===== config.mk =====
export PLATFORM = sky130hd
export DESIGN_NAME = ats_top
export DESIGN_NICKNAME = d
export VERILOG_FILES = /design/src/common/ats_pkg.sv /design/src/rtl/ats_top.sv /design/src/rtl/ats_sync.sv
export SDC_FILE = /design/constraint.sdc
export NUM_CORES = 1
export LEC_CHECK = 0
export ABC_AREA = 1
export BUFFER_PORTS_ARGS = -buffer_cell sky130_fd_sc_hd__buf_2
export CAP_MARGIN = 20
export CORE_ASPECT_RATIO = 0.9
export CORE_MARGIN = 4
export CORE_UTILIZATION = 45
export CTS_CLUSTER_DIAMETER = 80
export DETAILED_ROUTE_END_ITERATION = 12
export RECOVER_POWER = 50
export SLEW_MARGIN = 20
export SYNTH_ARGS = -nofsm -noshare
export SYNTH_HDL_FRONTEND = slang
export SYNTH_SLANG_ARGS = --single-unit

===== constraint.sdc =====
create_clock -name SYS_CLK -period 33.2 [get_ports SYS_CLK]
set_input_delay 3.32 -clock SYS_CLK [delete_from_list [all_inputs] [get_ports SYS_CLK]]
set_output_delay 3.32 -clock SYS_CLK [all_outputs]
set_load 0.01 [all_outputs]

===== src/common/ats_pkg.sv =====
// Contract
// - Occurrence counts span 1 through 65535.
// - Unprogrammed count behaves as one.
// - Trigger after expression matched count times.
// - Simple mode: one term, trigger on exit.
// - Simple mode: restart qualifier set never.
// - Complex mode: trigger on entering term two.
// - Complex mode: term two secondary never.
// - Complex: term one primary, target two.
// - Trigger set leaves storage qualifier alone.
// - Arm-referencing expression waits for arm.
// - Reset selection drives no trigger line.
// - Arm source line never driven, silently.
// - Appended: either analyzer trigger drives lines.
// - Appended: shared condition, second setting refused.
// - Each stored state carries branch flag.
// - Each stored state carries time count.
// - Halted trace drives no trigger line.
// - Primary wins over simultaneous secondary.
// - Early secondary branch clears occurrence counter.
package ats_pkg;
  localparam int unsigned ATS_DW = 32;
  localparam int unsigned ATS_AW = 8;

  localparam logic [7:0] OFS_CTRL   = 8'h00;
  localparam logic [7:0] OFS_TGVAL  = 8'h04;
  localparam logic [7:0] OFS_TGMSK  = 8'h08;
  localparam logic [7:0] OFS_TCS    = 8'h0C;
  localparam logic [7:0] OFS_ELVAL  = 8'h10;
  localparam logic [7:0] OFS_ELMSK  = 8'h14;
  localparam logic [7:0] OFS_ELCFG  = 8'h18;
  localparam logic [7:0] OFS_STOVAL = 8'h1C;
  localparam logic [7:0] OFS_STOMSK = 8'h20;
  localparam logic [7:0] OFS_STATUS = 8'h24;
  localparam logic [7:0] OFS_XTCS   = 8'h28;

  localparam int unsigned CTRL_RUN  = 0;
  localparam int unsigned CTRL_CPLX = 1;
  localparam int unsigned CTRL_OUT  = 2;
  localparam int unsigned CTRL_ARM  = 4;
  localparam int unsigned CTRL_APP  = 6;
  localparam int unsigned TCS_ARM   = 16;

  localparam logic [6:0]  CTRL_RST  = 7'h00;
  localparam logic [15:0] CNT_ONE   = 16'h0001;
  localparam logic [1:0]  ELSE_RST  = 2'h0;

  localparam logic [1:0] RESP_OKAY   = 2'h0;
  localparam logic [1:0] RESP_SLVERR = 2'h2;

  typedef struct packed {
    logic [31:0] value;
    logic [31:0] mask;
  } ats_qual_t;

  typedef struct packed {
    logic        branch;
    logic [31:0] state;
    logic [31:0] delta;
  } ats_rec_t;

  typedef enum logic {TERM_ONE, TERM_TWO} ats_term_t;
  typedef enum logic [1:0] {OUT_NONE, OUT_ONE, OUT_TWO, OUT_BOTH} ats_out_t;
  typedef enum logic [1:0] {ARM_NONE, ARM_ONE, ARM_TWO, ARM_RSVD} ats_arm_t;
endpackage


===== src/rtl/ats_top.sv =====
`timescale 1ns/1ps
module ats_top
  import ats_pkg::*;
(
  input  wire logic        SYS_CLK,
  input  wire logic        RST,
  input  wire logic [7:0]  S_AXI_AWADDR,
  input  wire logic        S_AXI_AWVALID,
  output logic             S_AXI_AWREADY,
  input  wire logic [31:0] S_AXI_WDATA,
  input  wire logic [3:0]  S_AXI_WSTRB,
  input  wire logic        S_AXI_WVALID,
  output logic             S_AXI_WREADY,
  output logic [1:0]       S_AXI_BRESP,
  output logic             S_AXI_BVALID,
  input  wire logic        S_AXI_BREADY,
  input  wire logic [7:0]  S_AXI_ARADDR,
  input  wire logic        S_AXI_ARVALID,
  output logic             S_AXI_ARREADY,
  output logic [31:0]      S_AXI_RDATA,
  output logic [1:0]       S_AXI_RRESP,
  output logic             S_AXI_RVALID,
  input  wire logic        S_AXI_RREADY,
  input  wire logic [31:0] STATE_IN,
  input  wire logic        STATE_STROBE,
  input  wire logic        INTERNAL_TRIGGER_LINE_ONE_I,
  output logic             INTERNAL_TRIGGER_LINE_ONE_O,
  output logic             INTERNAL_TRIGGER_LINE_ONE_OE,
  input  wire logic        INTERNAL_TRIGGER_LINE_TWO_I,
  output logic             INTERNAL_TRIGGER_LINE_TWO_O,
  output logic             INTERNAL_TRIGGER_LINE_TWO_OE,
  input  wire logic        X_TRIGGER_IN,
  output logic             X_COND_APPLY,
  output logic [15:0]      X_COND_COUNT,
  output logic             TRIGGERED,
  output logic             REC_VALID,
  output ats_rec_t         REC
);
  ////////////////////////////////////////////////////////////////////////////
  logic [35:0] sync_s;
  logic [31:0] state_s;
  logic        strb_s;
  logic        strb_d_r;
  logic        line1_s;
  logic        line2_s;
  logic        xtrig_s;
  logic        evt;

  ats_sync #(.W(36)) u_sync (
    .clk  (SYS_CLK),
    .rst  (RST),
    .din  ({X_TRIGGER_IN, INTERNAL_TRIGGER_LINE_TWO_I, INTERNAL_TRIGGER_LINE_ONE_I,
            STATE_STROBE, STATE_IN}),
    .dout (sync_s)
  );
  assign {xtrig_s, line2_s, line1_s, strb_s, state_s} = sync_s;

  always_ff @(posedge SYS_CLK or posedge RST) begin
    if (RST) begin
      strb_d_r <= 1'b0;
    end else begin
      strb_d_r <= strb_s;
    end
  end
  // One captured bus state per strobe rise
  assign evt = strb_s & ~strb_d_r;

  ////////////////////////////////////////////////////////////////////////////
  logic        aw_hold_r;
  logic        w_hold_r;
  logic [7:0]  awaddr_r;
  logic [31:0] wdata_r;
  logic [3:0]  wstrb_r;
  logic        bvalid_r;
  logic [1:0]  bresp_r;
  logic        rvalid_r;
  logic [31:0] rdata_r;
  logic [1:0]  rresp_r;
  logic        wr_go;
  logic        wr_ok;
  logic [31:0] wmask;

  logic [6:0]  ctrl_r;
  ats_qual_t   tg_q_r;
  ats_qual_t   p1_q_r;
  logic [15:0] p1_cnt_r;
  logic        p1_arm_r;
  ats_qual_t   el_q_r;
  logic [1:0]  else_en_r;
  ats_qual_t   sto_q_r;
  logic        x_apply_r;
  logic [15:0] x_cnt_r;

  logic        run_r;
  logic        trig_r;
  logic        armed_r;
  ats_term_t   term_r;
  logic [15:0] occ_r;
  logic [31:0] time_r;
  logic        oe1_r;
  logic        oe2_r;
  logic        rec_valid_r;
  ats_rec_t    rec_r;

  logic        cplx;
  logic        append;
  ats_out_t    out_sel;
  ats_arm_t    arm_sel;
  logic        tcs_go;
  logic [15:0] tcs_cnt;
  logic        start;

  assign cplx    = ctrl_r[CTRL_CPLX];
  assign append  = ctrl_r[CTRL_APP];
  assign out_sel = ats_out_t'(ctrl_r[CTRL_OUT +: 2]);
  assign arm_sel = ats_arm_t'(ctrl_r[CTRL_ARM +: 2]);

  assign S_AXI_AWREADY = ~aw_hold_r & ~bvalid_r;
  assign S_AXI_WREADY  = ~w_hold_r & ~bvalid_r;
  assign S_AXI_BVALID  = bvalid_r;
  assign S_AXI_BRESP   = bresp_r;
  assign S_AXI_ARREADY = ~rvalid_r;
  assign S_AXI_RVALID  = rvalid_r;
  assign S_AXI_RDATA   = rdata_r;
  assign S_AXI_RRESP   = rresp_r;

  assign wr_go = aw_hold_r & w_hold_r & ~bvalid_r;
  assign wmask = {{8{wstrb_r[3]}}, {8{wstrb_r[2]}}, {8{wstrb_r[1]}}, {8{wstrb_r[0]}}};
  assign tcs_go = wr_go & (awaddr_r == OFS_TCS);
  // A zero count means none given
  assign tcs_cnt = (wdata_r[15:0] == 16'h0000) ? CNT_ONE : wdata_r[15:0];
  assign start = wr_go & (awaddr_r == OFS_CTRL) & wdata_r[CTRL_RUN] & wstrb_r[0] & ~run_r;

  always_comb begin
    case (awaddr_r)
      OFS_CTRL, OFS_TGVAL, OFS_TGMSK, OFS_TCS, OFS_ELVAL, OFS_ELMSK,
      OFS_ELCFG, OFS_STOVAL, OFS_STOMSK: wr_ok = 1'b1;
      OFS_XTCS: wr_ok = ~append;
      default: wr_ok = 1'b0;
    endcase
  end

  always_ff @(posedge SYS_CLK or posedge RST) begin
    if (RST) begin
      aw_hold_r <= 1'b0;
      w_hold_r  <= 1'b0;
      awaddr_r  <= 8'h00;
      wdata_r   <= 32'h00000000;
      wstrb_r   <= 4'h0;
      bvalid_r  <= 1'b0;
      bresp_r   <= RESP_OKAY;
    end else begin
      if (S_AXI_AWVALID & S_AXI_AWREADY) begin
        aw_hold_r <= 1'b1;
        awaddr_r  <= {S_AXI_AWADDR[7:2], 2'b00};
      end
      if (S_AXI_WVALID & S_AXI_WREADY) begin
        w_hold_r <= 1'b1;
        wdata_r  <= S_AXI_WDATA;
        wstrb_r  <= S_AXI_WSTRB;
      end
      if (wr_go) begin
        aw_hold_r <= 1'b0;
        w_hold_r  <= 1'b0;
        bvalid_r  <= 1'b1;
        bresp_r   <= wr_ok ? RESP_OKAY : RESP_SLVERR;
      end else if (bvalid_r & S_AXI_BREADY) begin
        bvalid_r <= 1'b0;
      end
    end
  end

  // Setup registers; a trigger set rewrites only sequencer terms
  always_ff @(posedge SYS_CLK or posedge RST) begin
    if (RST) begin
      ctrl_r    <= CTRL_RST;
      tg_q_r    <= '0;
      p1_q_r    <= '0;
      p1_cnt_r  <= CNT_ONE;
      p1_arm_r  <= 1'b0;
      el_q_r    <= '0;
      else_en_r <= ELSE_RST;
    end else if (wr_go) begin
      case (awaddr_r)
        OFS_CTRL: ctrl_r <= 7'((ctrl_r & wmask[6:0]) ^ ctrl_r ^ (wdata_r[6:0] & wmask[6:0]));
        OFS_TGVAL: tg_q_r.value <= (tg_q_r.value & ~wmask) | (wdata_r & wmask);
        OFS_TGMSK: tg_q_r.mask <= (tg_q_r.mask & ~wmask) | (wdata_r & wmask);
        OFS_ELVAL: el_q_r.value <= (el_q_r.value & ~wmask) | (wdata_r & wmask);
        OFS_ELMSK: el_q_r.mask <= (el_q_r.mask & ~wmask) | (wdata_r & wmask);
        OFS_ELCFG: else_en_r <= wdata_r[1:0];
        OFS_TCS: begin
          p1_q_r   <= tg_q_r;
          p1_cnt_r <= tcs_cnt;
          p1_arm_r <= wdata_r[TCS_ARM];
          if (cplx) begin
            else_en_r[1] <= 1'b0;
          end else begin
            else_en_r[0] <= 1'b0;
          end
        end
        default: begin
        end
      endcase
    end
  end

  // Kept apart so a trigger set cannot touch it
  always_ff @(posedge SYS_CLK or posedge RST) begin
    if (RST) begin
      sto_q_r <= '0;
    end else if (wr_go & (awaddr_r == OFS_STOVAL)) begin
      sto_q_r.value <= (sto_q_r.value & ~wmask) | (wdata_r & wmask);
    end else if (wr_go & (awaddr_r == OFS_STOMSK)) begin
      sto_q_r.mask <= (sto_q_r.mask & ~wmask) | (wdata_r & wmask);
    end
  end

  // Second analyzer condition; appended it follows ours
  always_ff @(posedge SYS_CLK or posedge RST) begin
    if (RST) begin
      x_apply_r <= 1'b0;
      x_cnt_r   <= CNT_ONE;
    end else begin
      x_apply_r <= 1'b0;
      if ((tcs_go & append) | (wr_go & wr_ok & (awaddr_r == OFS_XTCS))) begin
        x_apply_r <= 1'b1;
        x_cnt_r   <= tcs_cnt;
      end
    end
  end
  assign X_COND_APPLY = x_apply_r;
  assign X_COND_COUNT = x_cnt_r;

  always_ff @(posedge SYS_CLK or posedge RST) begin
    if (RST) begin
      rvalid_r <= 1'b0;
      rdata_r  <= 32'h00000000;
      rresp_r  <= RESP_OKAY;
    end else if (S_AXI_ARVALID & S_AXI_ARREADY) begin
      rvalid_r <= 1'b1;
      rresp_r  <= RESP_OKAY;
      case ({S_AXI_ARADDR[7:2], 2'b00})
        OFS_CTRL:   rdata_r <= {25'h0, ctrl_r[6:1], run_r};
        OFS_TGVAL:  rdata_r <= tg_q_r.value;
        OFS_TGMSK:  rdata_r <= tg_q_r.mask;
        OFS_TCS:    rdata_r <= {15'h0, p1_arm_r, p1_cnt_r};
        OFS_ELVAL:  rdata_r <= el_q_r.value;
        OFS_ELMSK:  rdata_r <= el_q_r.mask;
        OFS_ELCFG:  rdata_r <= {30'h0, else_en_r};
        OFS_STOVAL: rdata_r <= sto_q_r.value;
        OFS_STOMSK: rdata_r <= sto_q_r.mask;
        OFS_STATUS: rdata_r <= {occ_r, 12'h0, term_r == TERM_TWO, armed_r, trig_r, run_r};
        OFS_XTCS:   rdata_r <= {16'h0, x_cnt_r};
        default: begin
          rdata_r <= 32'h00000000;
          rresp_r <= RESP_SLVERR;
        end
      endcase
    end else if (S_AXI_RREADY) begin
      rvalid_r <= 1'b0;
    end
  end

  ////////////////////////////////////////////////////////////////////////////
  logic pm;
  logic sm;
  logic hit;
  logic arm_line;
  logic branch;

  assign arm_line = (arm_sel == ARM_ONE) ? line1_s : (arm_sel == ARM_TWO) ? line2_s : 1'b0;
  assign pm  = ((state_s ^ p1_q_r.value) & p1_q_r.mask) == 32'h0 & (~p1_arm_r | armed_r);
  assign sm  = ((state_s ^ el_q_r.value) & el_q_r.mask) == 32'h0;
  assign hit = pm & ({1'b0, occ_r} + 17'h00001 >= {1'b0, p1_cnt_r});
  assign branch = evt & run_r & ((term_r == TERM_ONE) ? (hit & cplx) : (sm & else_en_r[1]));

  always_ff @(posedge SYS_CLK or posedge RST) begin
    if (RST) begin
      run_r <= 1'b0;
    end else if (wr_go & (awaddr_r == OFS_CTRL) & wstrb_r[0]) begin
      run_r <= wdata_r[CTRL_RUN];
    end
  end

  always_ff @(posedge SYS_CLK or posedge RST) begin
    if (RST) begin
      armed_r <= 1'b0;
    end else if (start) begin
      armed_r <= 1'b0;
    end else if (run_r & arm_line) begin
      armed_r <= 1'b1;
    end
  end

  always_ff @(posedge SYS_CLK or posedge RST) begin
    if (RST) begin
      term_r <= TERM_ONE;
      occ_r  <= 16'h0000;
      trig_r <= 1'b0;
    end else if (start) begin
      term_r <= TERM_ONE;
      occ_r  <= 16'h0000;
      trig_r <= 1'b0;
    end else if (evt & run_r) begin
      case (term_r)
        TERM_ONE: begin
          if (hit) begin
            occ_r  <= 16'h0000;
            trig_r <= 1'b1;
            if (cplx) begin
              term_r <= TERM_TWO;
            end
          end else if (pm) begin
            occ_r <= occ_r + 16'h0001;
          end else if (sm & else_en_r[0]) begin
            occ_r <= 16'h0000;
          end
        end
        TERM_TWO: begin
          if (sm & else_en_r[1]) begin
            term_r <= TERM_ONE;
            occ_r  <= 16'h0000;
          end
        end
        default: term_r <= TERM_ONE;
      endcase
    end
  end
  assign TRIGGERED = trig_r;

  // Level outputs: they fall when the trace halts
  always_ff @(posedge SYS_CLK or posedge RST) begin
    if (RST) begin
      oe1_r <= 1'b0;
      oe2_r <= 1'b0;
    end else begin
      oe1_r <= run_r & (trig_r | (append & xtrig_s)) & out_sel[0] & (arm_sel != ARM_ONE);
      oe2_r <= run_r & (trig_r | (append & xtrig_s)) & out_sel[1] & (arm_sel != ARM_TWO);
    end
  end
  assign INTERNAL_TRIGGER_LINE_ONE_OE = oe1_r;
  assign INTERNAL_TRIGGER_LINE_ONE_O  = oe1_r;
  assign INTERNAL_TRIGGER_LINE_TWO_OE = oe2_r;
  assign INTERNAL_TRIGGER_LINE_TWO_O  = oe2_r;

  always_ff @(posedge SYS_CLK or posedge RST) begin
    if (RST) begin
      time_r      <= 32'h00000000;
      rec_valid_r <= 1'b0;
      rec_r       <= '0;
    end else begin
      rec_valid_r <= 1'b0;
      if (start) begin
        time_r <= 32'h00000000;
      end else if (run_r & evt & (((state_s ^ sto_q_r.value) & sto_q_r.mask) == 32'h0)) begin
        rec_valid_r  <= 1'b1;
        rec_r.branch <= branch;
        rec_r.state  <= state_s;
        rec_r.delta  <= time_r;
        time_r       <= 32'h00000001;
      end else if (run_r) begin
        time_r <= time_r + 32'h00000001;
      end
    end
  end
  assign REC_VALID = rec_valid_r;
  assign REC       = rec_r;
endmodule


===== src/rtl/ats_sync.sv =====
`timescale 1ns/1ps
module ats_sync
  import ats_pkg::*;
#(
  parameter int unsigned W = 1
) (
  input  wire logic         clk,
  input  wire logic         rst,
  input  wire logic [W-1:0] din,
  output logic      [W-1:0] dout
);
  logic [W-1:0] s1_r;
  logic [W-1:0] s2_r;
  logic [W-1:0] s3_r;

  if (W < 1) begin : g_chk
    $error("ats_sync width must be at least one");
  end

  for (genvar i = 0; i < W; i++) begin : g_bit
    // A change counts once the last two stages agree
    always_ff @(posedge clk or posedge rst) begin
      if (rst) begin
        s1_r[i] <= 1'b0;
        s2_r[i] <= 1'b0;
        s3_r[i] <= 1'b0;
        dout[i] <= 1'b0;
      end else begin
        s1_r[i] <= din[i];
        s2_r[i] <= s1_r[i];
        s3_r[i] <= s2_r[i];
        if (s2_r[i] == s3_r[i]) begin
          dout[i] <= s3_r[i];
        end
      end
    end
  end
endmodule


==> impl_metrics.csv <==
group,metric,value,unit
place,place_ws,26.19,ns
synth,synth_edf_count,0,
hold_path,hold_path.class,"reg2reg",
clock_network,cts-htree-levels,3,
sta,tns,0,ns
synth,async_flop_share,100,%
synth,synth_top_family_by_area,"simple AND/OR/NAND/NOR gates",
sta,fmax,111,MHz
setup_path,worst_setup_path_end_kind,"async pin",
sta,slew_headroom,-282,%
global_routing,antenna_found_initial,2,
sta,hold_violations,0,
synth,yosys-top-cells-count,"nand2_1, dfrtp_1, o21ai_0, inv_1, nor2_1",
clock_network,clk_latency,0.62,ns
drt,drt_iter0_markers,2359,
finish,nets,3485,
synth,netlist_instances,3169,
drt,vias,23121,
sta,worst_slew_pin_slew,5.73,ns
clock_network,numClockSinks,643,
finish,syn_to_final_growth,14.4,%
drt,antenna_left,0,
floorplan,fp-row-count,86,
floorplan,coreArea,0.0613,mm²
synth,synth_adder_area_share,2.10,%
synth,synth_compound_area_share,11.3,%
synth,synth_xor_xnor_area_share,1.07,%
synth,yosys.area_share.simple,20.7,%
floorplan,die_x,270,µm
floorplan,ios,224,
synth,seq_area_frac_synth,57.7,%
power,leakagePower,15.3,nW
clock_network,post_cts_buffers,0,
global_routing,grt_pass1_wl,134000,µm
sta,setup_viol,0,
clock_network,cts_root_buf,"clkbuf_16",
clock_network,holdBufCountCts,0,
clock_network,cts_buffer_depth,3,
place,hpwl,59900,µm
global_routing,gr-total-overflow,0,
finish,drive_gt1_share,11.7,%
synth,synth_top_area_cell,"dfrtp_1",
place,numPortBuffers,217,
floorplan,die_y,244,µm
setup_path,required,33.82,ns
setup_path,crit_type,"in2async",
setup_path,worst-endpoint-arrival,9.64,ns
global_routing,grt_pass1_vias,22631,
finish,nFillCells,5697,
drt,first_pass_iters,8,
setup_path,start_kind,"primary input",
drt,vias_per_cell,5.48,
run_status,violations,"capacitance limit, slew limit",
sta,finClkSkew,0.0148,ns
synth,synthMuxAreaShare,1.01,%
synth,synth_area_leaders,"dfrtp_1, nand2_1, o21ai_0",
synth,yosysWarnings,0,
synth,ys_seq_elements,643,
floorplan,initial_core_util,45.5,%
synth,synthFlopType,"dfrtp_1",
synth,avgSynthCellArea,8.81,µm²
drt,wl_per_cell,20.4,µm
clock_network,path_clk_slew,0.06,ns
clock_network,cts_tree,"built",
clock_network,cts_made_buffers,69,
sta,fin_ws,24.18,ns
power,peakVddDrop,0.0437,mV
global_routing,grt_max_degree,175,
flow_run,cap_viol_max_count,7,
synth,synth_area,0.0279,mm²
synth,synth_top_area_share,57.5,%
place,place.gp.congestion,0.924,
global_routing,track_usage,26.1,%
sta,slew_violations,486,
sta,period_share,27.2,%
run_status,status,"finished, violations left",
floorplan,dieArea,0.0661,mm²
clock_network,cts_resized,0,
drt,wirelength,85800,µm
synth,synth_cell_types,53,
drt,drc,0,
sta,rsz0062_at_grt,"false",
synth,yosysMostFrequentCell,"nand2_1",
setup_path,crit_fanout,132,
sta,fin_crit,9.02,ns
power,power_density,66.7,mW/mm²
==> final timing paths <==
check / cells past startpoint / slack [ns] / startpoint / end
worst max-delay path: 5 / 24.18 / RST / REC[60]$_DFFE_PP0P_
worst min-delay path: 0 / 0.35 / u_sync.s1_r[8]$_DFF_PP0_ / u_sync.s2_r[8]$_DFF_PP0_
worst max register to register: 6 / 27.07 / S_AXI_BVALID$_DFFE_PP0P_ / p1_q_r[14]$_DFFE_PP0P_
worst min register to register: 0 / 0.35 / u_sync.s1_r[8]$_DFF_PP0_ / u_sync.s2_r[8]$_DFF_PP0_
max in group SYS_CLK: 6 / 27.07 / S_AXI_BVALID$_DFFE_PP0P_ / p1_q_r[14]$_DFFE_PP0P_
min in group asynchronous: 2 / 4.42 / RST / u_sync.s2_r[33]$_DFF_PP0_
==> cell type report <==
type | instances | area (µm²) | share of cell area (%)
Multi-Input combinational cell | 2090 | 10100 | 31.5
Timing Repair Buffer | 237 | 1220 | 3.82
Inverter | 331 | 1250 | 3.90
Tap cell | 792 | 991 | 3.10
Clock buffer | 100 | 2050 | 6.41
Antenna cell | 1 | 2.50 | 0.00784
Clock inverter | 23 | 275 | 0.862
Sequential cell | 643 | 16100 | 50.4
==> report_power, final <==
part / switching [mW] / internal [mW]
Clock: 0.319 / 0.470
Combinational: 0.260 / 0.110
Sequential: 0.0803 / 0.891
Total: 0.660 / 1.47
==> routing by layer <==
| layer | share of wire [%] | vias up | GRT usage (%) |
|---|---|---|---|
| li1 | - | 10739 | - |
| met1 | 44 | 11333 | 37.1 |
| met2 | 45 | 862 | 41.3 |
| met3 | 6.4 | 187 | 3.90 |
| met4 | 3.8 | 0 | 9.19 |
| met5 | 0 | - | 0 |
==> cell usage in the layout, fill, tap and decap left out, types with 18 or more instances in the layout <==
master     instances
clkbuf_16         73
nor2_1           207
buf_2            215
maj3_1            36
nand2_1          918
a21oi_1           88
o22ai_1           65
nand4_1           42
nand3_1          161
nor3_1            26
ha_1              18
clkbuf_1          24
dfrtp_1          641
inv_1            317
o21ai_0          375
xor2_1            32
mux2_2            24
==> metrics by stage <==
step | hold WS [ns] | utilization (%) | cell area (µm²) | instances | total power, mW
after floorplan | 0.331 | - | 27900 | 3170 | 1.22
after global placement | 0.334 | 48.5 | 29700 | 4092 | 1.34
after detailed placement | 0.335 | 48.5 | 29700 | 4092 | 1.36
after CTS | 0.348 | 52.3 | 32100 | 4215 | 2.15
after global routing | 0.353 | 52.1 | 31900 | 4217 | 2.24
final | 0.345 | 52.1 | 31900 | 4217 | 2.13
==> worst max-delay path, cell delays in order <==
cell and delay (ns):
clkbuf_1 0.08, clkinvlp_2 3.11, buf_4 1.11, buf_4 0.87, buf_4 0.83
==> kinds of logic (layout without fill, tap and decap cells) <==
family	after synthesis	count (layout)
compound gates	580	580
xor+xnor	34	34
fa+ha+maj	54	54
buf+inv	437	691
flops	643	643
mux	25	25
other cells	1	3
simple gates	1395	1395
No activity file was read; power rests on OpenSTA's default activity.
